[src/common/lsd_consts.svh]
`ifndef LSD_CONSTS_SVH
`define LSD_CONSTS_SVH

// ----------------------------------------------------------------------
// Register byte offsets
// ----------------------------------------------------------------------
`define OFS_CTRL 8'h00
`define OFS_WORD 8'h04
`define OFS_STATUS 8'h08

// ----------------------------------------------------------------------
// Link-settings word fields
// ----------------------------------------------------------------------
`define BIT_MOD_LO 22
`define BIT_MOD_HI 23
`define BIT_FEC_BASER 24
`define BIT_FEC_RS 25
`define BIT_FEC_RSV_LO 26
`define BIT_FEC_RSV_HI 27
`define BIT_EEE 28
`define BIT_LT 29
`define BIT_PD 30

// Modulation codes
`define MOD_DEFAULT 2'h0
`define MOD_NRZ 2'h1
`define MOD_PAM4 2'h2
`define MOD_BOTH 2'h3

// ----------------------------------------------------------------------
// Control register fields
// ----------------------------------------------------------------------
`define CTRL_REV_LO 0
`define CTRL_REV_HI 1
`define CTRL_MOD_EN 4
`define CTRL_FEC_EN 5

// ----------------------------------------------------------------------
// Status register fields
// ----------------------------------------------------------------------
`define STAT_SET_LO 0
`define STAT_SET_HI 8
`define STAT_RSVD 12
`define STAT_CNT_LO 16
`define STAT_CNT_HI 23

// ----------------------------------------------------------------------
// Reset values
// ----------------------------------------------------------------------
`define CTRL_REV_RST 2'h2
`define CTRL_MOD_EN_RST 1'h1
`define CTRL_FEC_EN_RST 1'h1
`define WORD_RST 32'h0000_0000

`endif

[src/common/lsd_pkg.sv]
package lsd_pkg;

    typedef enum logic [1:0] {
        REV_1_0 = 2'h0,
        REV_1_1 = 2'h1,
        REV_1_2 = 2'h2
    } rev_t;

    typedef struct packed {
        rev_t rev;
        logic mod_en;
        logic fec_en;
    } ctrl_t;

    typedef struct packed {
        logic pd;
        logic lt;
        logic eee;
        logic fec_none;
        logic fec_rs;
        logic fec_baser;
        logic mod_default;
        logic mod_pam4;
        logic mod_nrz;
    } settings_t;

    typedef struct packed {
        logic wr_pend;
        logic [7:0] wr_ofs;
        logic wr_hit;
        ctrl_t ctrl;
        logic [31:0] word;
        settings_t set;
        logic update;
        logic rsvd_seen;
        logic [7:0] apply_cnt;
        logic [31:0] rdata;
    } state_t;

endpackage : lsd_pkg

[src/common/decode_if.sv]
`timescale 1ns/1ps

interface decode_if;
    import lsd_pkg::*;

    logic [31:0] word;
    rev_t rev;
    logic mod_en;
    logic fec_en;
    settings_t set;
    logic rsvd_hit;

    modport host (output word, output rev, output mod_en, output fec_en,
                  input set, input rsvd_hit);
    modport dec (input word, input rev, input mod_en, input fec_en,
                 output set, output rsvd_hit);
endinterface : decode_if

[src/settings_word_decoder.sv]
`timescale 1ns/1ps
`include "lsd_consts.svh"

module settings_word_decoder (
    decode_if.dec port // Word in, decoded settings out
);
    import lsd_pkg::*;

    logic opt_mod;
    logic opt_fec;
    logic [1:0] mod;

    always_comb begin
        // Optional fields only live at the newest revision
        opt_mod = (port.rev == REV_1_2) && port.mod_en;
        opt_fec = (port.rev == REV_1_2) && port.fec_en;
        mod = opt_mod ? port.word[`BIT_MOD_HI:`BIT_MOD_LO] : `MOD_DEFAULT;
        port.set.mod_default = (mod == `MOD_DEFAULT);
        port.set.mod_nrz = (mod == `MOD_NRZ) || (mod == `MOD_BOTH);
        port.set.mod_pam4 = (mod == `MOD_PAM4) || (mod == `MOD_BOTH);
        port.set.fec_baser = opt_fec && port.word[`BIT_FEC_BASER];
        port.set.fec_rs = opt_fec && port.word[`BIT_FEC_RS];
        // Bits 26 and 27 select nothing
        port.set.fec_none = !port.set.fec_baser && !port.set.fec_rs;
        port.set.eee = port.word[`BIT_EEE];
        port.set.lt = port.word[`BIT_LT];
        port.set.pd = port.word[`BIT_PD];
        port.rsvd_hit = |port.word[`BIT_FEC_RSV_HI:`BIT_FEC_RSV_LO];
    end

endmodule : settings_word_decoder

[src/link_settings_field_decoder.sv]
// Local design decisions: register access over AHB-Lite and the placing of the registers.
`timescale 1ns/1ps
`include "lsd_consts.svh"

module link_settings_field_decoder (
    input wire logic MCLK, // 50 MHz clock
    input wire logic RST, // Synchronous reset, high
    input wire logic CE, // Clock enable, freezes state when low
    input wire logic HSEL, // AHB slave select
    input wire logic [31:0] HADDR, // AHB address
    input wire logic [1:0] HTRANS, // AHB transfer type
    input wire logic HWRITE, // AHB write
    input wire logic [2:0] HSIZE, // AHB size, word only
    input wire logic [31:0] HWDATA, // AHB write data
    input wire logic HREADY, // AHB bus ready
    output logic HREADYOUT, // AHB slave ready
    output logic HRESP, // AHB response, always OKAY
    output logic [31:0] HRDATA, // AHB read data
    input wire logic CMD_VALID, // Link-settings word from command path
    input wire logic [31:0] CMD_WORD, // Link-settings word
    output lsd_pkg::rev_t REV, // Active protocol revision
    output logic MOD_NRZ, // NRZ enabled
    output logic MOD_PAM4, // PAM-4 enabled
    output logic MOD_DEFAULT, // Default modulation
    output logic FEC_BASER, // BASE-R FEC selected
    output logic FEC_RS, // RS-FEC selected
    output logic FEC_NONE, // No FEC selected
    output logic EEE_EN, // Energy-efficient Ethernet on
    output logic LT_EN, // Link training on
    output logic PD_EN, // Parallel detect on
    output logic SETTINGS_UPDATE // Pulse: settings re-decoded
);
    import lsd_pkg::*;

    // ------------------------------------------------------------------
    // State and decoder
    // ------------------------------------------------------------------
    state_t st_reg;
    state_t st_next;

    logic bus_take;
    logic addr_hit;
    logic wr_ctrl;
    logic wr_word;
    logic wr_stat;
    logic apply;
    logic [31:0] new_word;

    decode_if dif ();

    settings_word_decoder u_dec (
        .port(dif.dec)
    );

    // ------------------------------------------------------------------
    // Register read view
    // ------------------------------------------------------------------
    function automatic logic [31:0] read_view(input logic [7:0] ofs, input state_t s);
        logic [31:0] v;
        v = 32'h0000_0000;
        case (ofs)
            `OFS_CTRL: begin
                v[`CTRL_REV_HI:`CTRL_REV_LO] = s.ctrl.rev;
                v[`CTRL_MOD_EN] = s.ctrl.mod_en;
                v[`CTRL_FEC_EN] = s.ctrl.fec_en;
            end
            `OFS_WORD: begin
                v = s.word;
            end
            `OFS_STATUS: begin
                v[`STAT_SET_HI:`STAT_SET_LO] = s.set;
                v[`STAT_RSVD] = s.rsvd_seen;
                v[`STAT_CNT_HI:`STAT_CNT_LO] = s.apply_cnt;
            end
            default: begin
                v = 32'h0000_0000;
            end
        endcase
        return v;
    endfunction : read_view

    // ------------------------------------------------------------------
    // Reset image
    // ------------------------------------------------------------------
    function automatic state_t reset_state();
        state_t s;
        s.wr_pend = 1'b0;
        s.wr_ofs = 8'h00;
        s.wr_hit = 1'b0;
        s.ctrl.rev = rev_t'(`CTRL_REV_RST);
        s.ctrl.mod_en = `CTRL_MOD_EN_RST;
        s.ctrl.fec_en = `CTRL_FEC_EN_RST;
        s.word = `WORD_RST;
        s.set.pd = 1'b0;
        s.set.lt = 1'b0;
        s.set.eee = 1'b0;
        s.set.fec_none = 1'b1;
        s.set.fec_rs = 1'b0;
        s.set.fec_baser = 1'b0;
        s.set.mod_default = 1'b1;
        s.set.mod_pam4 = 1'b0;
        s.set.mod_nrz = 1'b0;
        s.update = 1'b0;
        s.rsvd_seen = 1'b0;
        s.apply_cnt = 8'h00;
        s.rdata = 32'h0000_0000;
        return s;
    endfunction : reset_state

    // ------------------------------------------------------------------
    // Next state
    // ------------------------------------------------------------------
    always_comb begin
        st_next = st_reg;
        bus_take = HSEL && HREADY && HTRANS[1];
        addr_hit = (HADDR[31:8] == 24'h00_0000) && (HADDR[1:0] == 2'h0);

        // Data phase of a write captured in the previous cycle
        wr_ctrl = st_reg.wr_pend && st_reg.wr_hit && (st_reg.wr_ofs == `OFS_CTRL);
        wr_word = st_reg.wr_pend && st_reg.wr_hit && (st_reg.wr_ofs == `OFS_WORD);
        wr_stat = st_reg.wr_pend && st_reg.wr_hit && (st_reg.wr_ofs == `OFS_STATUS);

        if (wr_ctrl) begin
            st_next.ctrl.rev = rev_t'(HWDATA[`CTRL_REV_HI:`CTRL_REV_LO]);
            st_next.ctrl.mod_en = HWDATA[`CTRL_MOD_EN];
            st_next.ctrl.fec_en = HWDATA[`CTRL_FEC_EN];
        end

        // Command path wins over a register write in the same cycle
        new_word = st_reg.word;
        apply = 1'b0;
        if (wr_word) begin
            new_word = HWDATA;
            apply = 1'b1;
        end
        if (CMD_VALID) begin
            new_word = CMD_WORD;
            apply = 1'b1;
        end
        st_next.word = new_word;

        // Decode against the word and revision that take effect now
        dif.word = new_word;
        dif.rev = st_next.ctrl.rev;
        dif.mod_en = st_next.ctrl.mod_en;
        dif.fec_en = st_next.ctrl.fec_en;
        st_next.set = dif.set;
        st_next.update = apply || wr_ctrl;
        if (apply) begin
            st_next.apply_cnt = st_reg.apply_cnt + 8'h01;
        end

        // Sticky reserved-bit flag: clear by writing one, a new hit wins
        if (wr_stat && HWDATA[`STAT_RSVD]) begin
            st_next.rsvd_seen = 1'b0;
        end
        if (apply && dif.rsvd_hit) begin
            st_next.rsvd_seen = 1'b1;
        end

        // Address phase
        st_next.wr_pend = bus_take && HWRITE;
        st_next.wr_ofs = HADDR[7:0];
        st_next.wr_hit = addr_hit;
        if (bus_take && !HWRITE) begin
            st_next.rdata = addr_hit ? read_view(HADDR[7:0], st_next) : 32'h0000_0000;
        end
    end

    // ------------------------------------------------------------------
    // State register
    // ------------------------------------------------------------------
    always_ff @(posedge MCLK) begin
        if (RST) begin
            st_reg <= reset_state();
        end else if (CE) begin
            st_reg <= st_next;
        end
    end

    // ------------------------------------------------------------------
    // Outputs
    // ------------------------------------------------------------------
    assign HREADYOUT = CE;
    assign HRESP = 1'b0;
    assign HRDATA = st_reg.rdata;
    assign REV = st_reg.ctrl.rev;
    assign MOD_NRZ = st_reg.set.mod_nrz;
    assign MOD_PAM4 = st_reg.set.mod_pam4;
    assign MOD_DEFAULT = st_reg.set.mod_default;
    assign FEC_BASER = st_reg.set.fec_baser;
    assign FEC_RS = st_reg.set.fec_rs;
    assign FEC_NONE = st_reg.set.fec_none;
    assign EEE_EN = st_reg.set.eee;
    assign LT_EN = st_reg.set.lt;
    assign PD_EN = st_reg.set.pd;
    assign SETTINGS_UPDATE = st_reg.update;

endmodule : link_settings_field_decoder

[config.mk]
export PLATFORM = sky130hd
export DESIGN_NAME = link_settings_field_decoder
export DESIGN_NICKNAME = d
export VERILOG_FILES = /design/src/common/lsd_pkg.sv /design/src/common/decode_if.sv /design/src/settings_word_decoder.sv /design/src/link_settings_field_decoder.sv
export VERILOG_INCLUDE_DIRS = /design/src /design/src/common
export SDC_FILE = /design/constraint.sdc
export NUM_CORES = 1
export LEC_CHECK = 0
export ABC_AREA = 1
export BUFFER_PORTS_ARGS = -buffer_cell sky130_fd_sc_hd__clkbuf_2
export CORE_ASPECT_RATIO = 1.1
export CORE_MARGIN = 2
export CORE_UTILIZATION = 35
export DETAILED_ROUTE_END_ITERATION = 8
export PLACE_DENSITY_LB_ADDON = 0.08
export SYNTH_ARGS = -nofsm -noshare
export SYNTH_HDL_FRONTEND = slang
export SYNTH_HIERARCHICAL = 1
export SYNTH_SLANG_ARGS = --single-unit
[constraint.sdc]
create_clock -name MCLK -period 2.8 [get_ports MCLK]
set_input_delay 0.56 -clock MCLK [delete_from_list [all_inputs] [get_ports MCLK]]
set_output_delay 0.56 -clock MCLK [all_outputs]
set_load 0.02 [all_outputs]
# Word level (Yosys, flattened, before mapping)
# Index checks and enable logic that the tools add are counted.
# W data, S select, Z words.
[totals]
elab_cells = 77
inputBits = 108
reg_bits = 97
[op_classes]
eq_ne = 8
n_addsub = 1
muxes = 19
reduce_logical = 29
[op_table]
columns = ["operator", "n"]
rows = [
  ["$mux W32", 3],
  ["$logic_not A24 Y1", 1],
  ["$eq A8 B3 Y1 const B", 2],
  ["$eq A8 B4 Y1 const B", 2],
  ["$logic_and A1 B1 Y1", 16],
  ["$logic_not A8 Y1", 2],
  ["$mux W8", 2],
  ["$pmux W8 S2", 1],
  ["$pmux W2 S3", 2],
  ["$add A8 B1 Y8 const B", 1],
  ["$eq A2 B2 Y1 const B", 3],
  ["$mux W3", 2],
  ["$pmux W3 S2", 1],
  ["$logic_not A2 Y1", 2],
  ["$mux W1", 4],
  ["$mux W4", 1],
  ["$pmux W2 S2", 1],
  ["$logic_not A1 Y1", 3],
  ["$logic_or A1 B1 Y1", 3],
  ["$eq A2 B1 Y1 const B", 1],
  ["$mux W2", 1],
  ["$pmux W1 S2", 1],
  ["$reduce_and A2 Y1", 1],
  ["$reduce_or A2 Y1", 1],
]

# Logic depth before layout (Yosys ltp)
# Gate-level depths: netlist of run 1.
[depth]
depth_word = 10
ltp_mapped = 16
ltp_nobuf = 16

# Modules after synthesis
# Netlist of run 1, hierarchy kept.
[modules_own_cells]
columns = ["mod", "seq_area_each_um2", "instances", "area_per_inst_um2", "cells_per_inst"]
rows = [
  ["link_settings_field_decoder", 1941.9, 1, 5323.9, 838],
  ["settings_word_decoder", 0.0, 1, 96.3, 18],
]

# Least setup slack after synthesis of run 1
# No wires, ideal clock.
[synth_path]
path_type = "reg2reg"
from = "reg st_reg[88] (netlist name)"
to = "reg st_reg, in the netlist HRDATA[12]"
arrival_time_ps = 1717
required_time_ps = 2672
path_stages_with_launch = 15
path_buffers = 1
setup_ps = 128
slack_ps = 956
path_cell_list = "dfxtp_1 > inv_1 > nand2_1 > nor2_2 > nand3_4 > clkbuf_1 > nor2_1 > o21ai_2 > or2_2 > nand2_1 > nand2_1 > nand2_1 > nand2_1 > nor2_1 > nor2_1"
[synth_between]
elab_chain_len = 9
[synth_lines]
columns = ["element", "line_no", "rtl"]
rows = [
  ["start: declaration", "link_settings_field_decoder.sv:38", "state_t st_reg;"],
  ["start signal: assignment", "link_settings_field_decoder.sv:175", "st_reg <= reset_state();"],
  ["start signal: assignment", "link_settings_field_decoder.sv:177", "st_reg <= st_next;"],
  ["$eq A8 B3 Y1 (no source line)", "-", ""],
  ["$logic_and A1 B1 Y1", "link_settings_field_decoder.sv:120", "wr_word = st_reg.wr_pend && st_reg.wr_hit && (st_reg.wr_ofs == `OFS_WORD);"],
  ["$mux W32", "link_settings_field_decoder.sv:132", "if (wr_word) begin"],
  ["$mux W32", "link_settings_field_decoder.sv:136", "if (CMD_VALID) begin"],
  ["net dif.word[27]", "decode_if.sv:6", "logic [31:0] word;"],
  ["$reduce_or A2 Y1", "settings_word_decoder.sv:28", "port.rsvd_hit = |port.word[`BIT_FEC_RSV_HI:`BIT_FEC_RSV_LO];"],
  ["net dif.rsvd_hit", "decode_if.sv:11", "logic rsvd_hit;"],
  ["$logic_and A1 B1 Y1", "link_settings_field_decoder.sv:157", "if (apply && dif.rsvd_hit) begin"],
  ["$mux W1", "link_settings_field_decoder.sv:157", ""],
  ["$pmux W1 S2", "link_settings_field_decoder.sv:61", "case (ofs)"],
  ["$mux W32", "link_settings_field_decoder.sv:166", "st_next.rdata = addr_hit ? read_view(HADDR[7:0], st_next) : 32'h0000_0000;"],
]
# The timed path passes the listed nets, and every way through them passes these cells.
# A chain may end at the register's enable or synchronous reset.

==> summary.md, run 1 <==
| Metric | Value |
|---|---|
| Final-report setup violation count | `0` |
| Num CTS Buffers | `9` |
| Critical path's slowest cell | `dfxtp_1` |
| Critical Path Fanout Max | `5` |
| Post-Syn Instances | `856` |
| Post-CTS Setup Inserts | `0` |
| Largest delay share family, worst path | `simple AND/OR/NAND/NOR gates` |
| Total Wirelength | `16000 um` |
| Total Power | `3.32 mW` |
| Leak pwr | `3.28 nW` |
| Synth Warn # | `6` |
| Main synth FF type | `dfxtp_1` |
| Min-Delay Path Class | `input port to flop` |
| Row cnt | `47` |
| Cell with the most instances after synthesis | `nand2_1` |
| Worst Path Buf+Inv | `1` |
| Post-Layout Inst Area | `6360 um2` |
| Initial antenna violation count | `0` |
| DRC viols | `0` |
| DR WL/cell | `14.0 um` |
| Hold slack | `457 ps` |
| Final min period | `2160 ps` |
| Post-DP Area | `6030 um2` |
| 1st-pass router iterations | `4` |
| FF+latch area | `1940 um2` |
| Final setup TNS | `0 ps` |
| Utilization after layout | `42.1%` |
| Dpl cells | `1133` |
| Peak VDD IR | `0.000364 V` |
| Hold-fix buffers, CTS | `0` |
| Largest cells by area after synthesis | `dfxtp_1, nand2_1, nor2_1` |
| Via density | `4.63` |
| Skew-Pair Late Insertion Delay | `350 ps` |
| # clock sinks | `97` |
| CTS resizes | `0` |
| Post-synthesis average cell area | `6.33 um2` |
| Htree depth | `3` |
| Clock tree buffer depth | `2` |
| Synth-to-layout area growth | `17.3%` |
| 1st-iter DRT viols | `303` |
| Synth area leader | `dfxtp_1` |
| Number of synthesized flops with an enable pin | `0` |
| Global route total overflow | `0` |
| Top cells by count, synth | `nand2_1, nor2_1, dfxtp_1, inv_1, o21ai_0` |
| Syn nets | `965` |
| Critical Path RT | `3000 ps` |
| Critical Path Start Type | `flop` |
| Footprint of the multi-input gates | `2610 um2` |
| Share of cells above drive strength 1 | `22.2%` |
| Worst setup margin | `643 ps` |
| Largest net degree at the start of global routing | `69` |
| Hpwl dp | `11300 um` |
| Number of synthesized register bits | `97` |
| Share of the synthesized area in the top cell type | `35.8%` |
| Max Cap Viol | `0` |
| Vias post-DR | `5324` |
| Die X-Extent | `123 um` |
| Crit path kind | `flop to flop` |
| Skew final | `9.54 ps` |
| Routability cong. | `0.761` |
| Non-Filler Instances | `1149` |
| Layout net count | `1057` |
| Max reg flops | `53` |
| Core footprint | `15100 um2` |
| Slew @ Worst Pin | `853 ps` |
| Count of cell types in the netlist | `33` |
| Worst endpoint data arrival time | `2360 ps` |
| Antenna Violating Nets Remaining | `0` |
| Buffers added on ports | `148` |
| Period utilization | `77.1%` |
| Starting Density | `35.9%` |
| First-pass GRT wire length | `25500 um` |
| Seq/Total Area, Yosys | `35.8%` |
| IO Pins | `154` |
| Gr usage total | `19.8%` |
| P per Cell Area | `522 nW/um2` |
| Clock Pin Slew Worst Setup and Hold Paths | `70 ps` |
| CP max stage delay | `390 ps` |
| Vias in the first global route | `5048` |
| CTS Root Buffer Type | `clkbuf_16` |
| Post-Syn Area | `5420 um2` |
| ANT cells | `0` |
| Endpoints failing hold | `0` |
| Fmax | `464 MHz` |
| Die height | `135 um` |
| Async SR Flop Fraction | `0%` |
| Slew HR | `43.1%` |
| Layout fillers | `1680` |
| CTS tree | `done` |
| Outcome | `finished, final reports clean` |
| Setup crit end kind | `flop` |
| Slew Viols, Final | `0` |
| Critical Path, Cell by Cell | `nand2_1, nor2_2, nand3_1, nand2_1, nand2_1, nor2_4, o211ai_1, inv_1, nor2_1, a21oi_1, nand2_1, nand2_1, a21oi_1` |
| Setup slack at placement | `618 ps` |
| Die area | `16500 um2` |
| Most frequent CP cell | `nand2_1` |
| RSZ-0062 raised after global routing | `no` |
worst paths after layout:
check,slack [ps],end,depth (start not counted),startpoint
worst max-delay path,640,HRDATA[5],13,st_reg[96]
worst max register to register,640,HRDATA[5],13,st_reg[96]
worst min-delay path,460,st_reg[95],3,HADDR[7]
worst min register to register,470,HRDATA[4],2,HRDATA[4]
cell usage in the layout (no fill, tap or decap), types with 2 or more instances in the layout:
master | Yosys | final
clkbuf_16 | 0 | 9
a31oi_1 | 2 | 2
buf_4 | 42 | 17
a211oi_1 | 2 | 2
nand3_1 | 51 | 51
clkbuf_2 | 0 | 148
bufinv_16 | 0 | 2
nor2_1 | 150 | 150
a21oi_1 | 48 | 48
o21ai_1 | 26 | 26
o211ai_1 | 3 | 3
o21ai_2 | 12 | 12
dfxtp_1 | 97 | 97
o21ai_0 | 61 | 61
inv_1 | 91 | 91
nand2_1 | 194 | 194
inv_2 | 3 | 3
nor2_2 | 5 | 5
nand3b_1 | 6 | 6
clkinvlp_4 | 0 | 3
and2_1 | 4 | 4
or2_2 | 6 | 6
layout make-up:
cell class / instances / share of cell area, %
tap: 196 / 3.86
inverter: 95 / 5.61
clock inverter: 6 / 1.44
sequential: 97 / 30.6
clock buffer: 10 / 3.76
timing repair buffer: 165 / 13.7
multi-input combinational: 580 / 41.1
cells by family after synthesis:
kind of cell | synth area share (%)
AND/OR/NAND/NOR | 32.3
buffers and inverters | 16.0
AO/OA/AOI/OAI | 15.3
flip-flops | 35.8
XOR/XNOR | 0.323
other | 0.0692
adder cells (fa/ha/maj) | 0.231
worst min-delay path: cells and delay by family:
family                 cells  cell delay [ps]
buffers and inverters      2              140
AO/OA/AOI/OAI              1               60
power breakdown:
part	leakage [nW]	switching, mW	total (mW)	internal, mW
registers	0.797	0.0356	1.48	1.45
clock network	0.151	0.577	1.39	0.810
logic	2.33	0.278	0.453	0.174
total	3.28	0.891	3.32	2.43
routing by layer:
layer	up-vias	track usage, %	wire length [um]
li1	2817	-	-
met3	16	3.55	817
met4	0	6.00	237
met2	103	32.0	7140
met1	2388	26.9	7830
met5	-	0	0
(Power assumes the default switching activity.)
==> run 2: changes to the inputs <==
--- a/config.mk
+++ b/config.mk
@@ -6,7 +6,7 @@
 export SDC_FILE = /design/constraint.sdc
 export NUM_CORES = 1
 export LEC_CHECK = 0
-export ABC_AREA = 1
+export ABC_AREA = 0
 export BUFFER_PORTS_ARGS = -buffer_cell sky130_fd_sc_hd__clkbuf_2
 export CORE_ASPECT_RATIO = 1.1
 export CORE_MARGIN = 2
==> constraint.sdc (replaced) <==
create_clock -name MCLK -period 1.9 [get_ports MCLK]
set_input_delay 0.38 -clock MCLK [delete_from_list [all_inputs] [get_ports MCLK]]
set_output_delay 0.38 -clock MCLK [all_outputs]
set_load 0.02 [all_outputs]
==> run 2 against run 1 <==
The flow now finishes with violations (negative setup slack). Global-route usage fell by 0.53 points. Critical path type unchanged. Clock power rose by 37%. Count of clock-buffer cells in the layout fell by 1. Critical path depth fell by 7. Highest routed layer unchanged.
==> summary.md, run 2 <==
| Metric | Value |
|---|---|
| Outcome | `finished with violations` |
| Failing checks | `negative setup slack` |
| Non-Filler Instances | `921 (-20%)` |
| 1st-iter DRT viols | `257 (-15%)` |
| Min-Delay Path Class | `input port to flop` |
| DR WL/cell | `16.7 um (+19%)` |
| Starting Density | `35.6% (-0.23 points)` |
| FF+latch area | `1950 um2 (+0.19%)` |
| Routability cong. | `0.788 (+3.5%)` |
| Dpl cells | `905 (-20%)` |
| Critical Path Start Type | `flop` |
| Worst endpoint data arrival time | `2290 ps (-70 ps)` |
| Critical Path Fanout Max | `8 (+3)` |
| Crit path kind | `flop to flop` |
| P per Cell Area | `706 nW/um2 (+35%)` |
| Commonest non-fill, non-tap cell in the layout | `clkbuf_2` |
| Row cnt | `46 (-2.1%)` |
| Synth-to-layout area growth | `34.4%` |
| Synth Warn # | `6 (unchanged)` |
| Gr usage total | `19.3% (-0.53 points)` |
| Period utilization | `108% (+31 points)` |
| Post-Syn Instances | `565 (-34%)` |
| Share of cells above drive strength 1 | `42.1% (+20 points)` |
| CP max stage delay | `560 ps (+170 ps)` |
| Critical Path RT | `2150 ps (-850 ps)` |
| Syn nets | `674 (-30%)` |
| Die X-Extent | `119 um (-2.8%)` |
| Core footprint | `14300 um2 (-5.2%)` |
| Max Cap Viol | `0 (unchanged)` |
| Initial antenna violation count | `0 (unchanged)` |
| Antenna Violating Nets Remaining | `0 (unchanged)` |
| Hpwl dp | `11400 um (+1.0%)` |
| Num CTS Buffers | `9 (unchanged)` |
| ANT cells | `0 (unchanged)` |
| Max reg flops | `53 (unchanged)` |
| # clock sinks | `97 (unchanged)` |
| First-pass GRT wire length | `23600 um (-7.5%)` |
| Endpoints failing hold | `0 (unchanged)` |
| Die height | `131 um (-2.9%)` |
| Footprint of the multi-input gates | `2900 um2 (+11%)` |
| Clock Pin Slew Worst Setup and Hold Paths | `70 ps (about the same)` |
| Skew final | `5.34 ps (-4.19 ps)` |
| Clock tree buffer depth | `2 (unchanged)` |
| Layout net count | `833 (-21%)` |
| Hold-fix buffers, CTS | `0 (unchanged)` |
| Final-report setup violation count | `25 (+25)` |
| Die area | `15600 um2 (-5.6%)` |
| Final setup TNS | `-1660 ps (-1660 ps)` |
| 1st-pass router iterations | `5 (+1)` |
| Htree depth | `3 (unchanged)` |
| Vias post-DR | `4745 (-11%)` |
| Total Wirelength | `15300 um (-4.3%)` |
| CTS tree | `done` |
| Critical Path, Cell by Cell | `buf_4, or4_4, or4_4, a22oi_2, a2bb2oi_2, o21ai_1` |
| Slew Viols, Final | `0 (unchanged)` |
| RSZ-0062 raised after global routing | `yes` |
| Peak VDD IR | `0.000364 V (+0.12%)` |
| Global route total overflow | `0 (unchanged)` |
| Vias in the first global route | `4566 (-9.5%)` |
| CTS Root Buffer Type | `clkbuf_16` |
| Most frequent cells in the layout | `clkbuf_2, dfxtp_1, buf_4` |
| IO Pins | `154 (unchanged)` |
| Buffers added on ports | `148 (unchanged)` |
| Leak pwr | `3.07 nW (-6.5%)` |
| Skew-Pair Late Insertion Delay | `350 ps (about the same)` |
| Setup crit end kind | `flop` |
| Final min period | `2040 ps (-113 ps)` |
| Post-synthesis average cell area | `9.04 um2 (+43%)` |
| Critical path's slowest cell | `or4_4` |
| Post-Syn Area | `5110 um2 (-5.8%)` |
| Largest net degree at the start of global routing | `37 (-46%)` |
| Layout fillers | `1417 (-16%)` |
| Fmax | `489 MHz (+5.5%)` |
| Via density | `5.15 (+11%)` |
| Most frequent CP cell | `or4_4` |
| Worst setup margin | `-145 ps (-787 ps)` |
| DRC viols | `0 (unchanged)` |
## run 2: report_power, final
group          switching (mW)  leakage, nW  internal [mW]
registers              0.0465        0.792           2.10
logic                   0.405         2.12          0.378
clock network           0.863        0.149           1.05
## run 2: critical path: cells and delay by family, from the launching register on
kind | cells | cell delay, ps
AOI/OAI and AO/OA | 3 | 380
buffers and inverters | 1 | 130
and+or+nand+nor | 2 | 1100
DFF | 1 | 340
## run 2: through the flow
step | area, um2 | total power [mW] | hold slack, ps | worst slack (ps) | utilization, %
2_1_floorplan | 5190 | 2.59 | 426 | -126 | -
3_3_place_gp | 6330 | 2.92 | 442 | -236 | 44.2
3_5_place_dp | 6330 | 2.93 | 447 | -208 | 44.2
4_1_cts | 6770 | 4.86 | 306 | -147 | 47.2
5_1_grt | 6860 | 5.04 | 315 | -285 | 47.9
6_report | 6860 | 4.84 | 315 | -145 | 47.9
## run 2: final cells by class
type                            count  share of cell area [%]
Clock buffer                        9                    3.28
Clock inverter                      7                    1.22
Inverter                            5                   0.274
Multi-Input combinational cell    379                    42.3
Sequential cell                    97                    28.4
Tap cell                          192                    3.50
Timing Repair Buffer              232                    21.1
## run 2: metal layers
layer,up-vias,share of wire [%],global-route usage [%]
met3,14,4.9,2.99
met2,137,48,33.2
met4,0,1.4,7.35
li1,2374,-,-
met1,2220,46,24.6
met5,-,0,0
## run 2: final timing paths
kind / startpoint / end / slack, ps / cells after the start
hold / removal: HWDATA[0] / REV[0] / 310 / 3
setup reg to reg: st_reg[94] / HRDATA[12] / -140 / 6
setup / recovery: st_reg[94] / HRDATA[12] / -140 / 6
hold reg to reg: HRDATA[12] / HRDATA[12] / 450 / 2
## run 2: what timing repair did
item	CTS	global route
setup endpoints to repair	47	68
hold endpoints to repair	0	0
resized for setup	30	16
pin swaps	10	5
buffers inserted	2	1
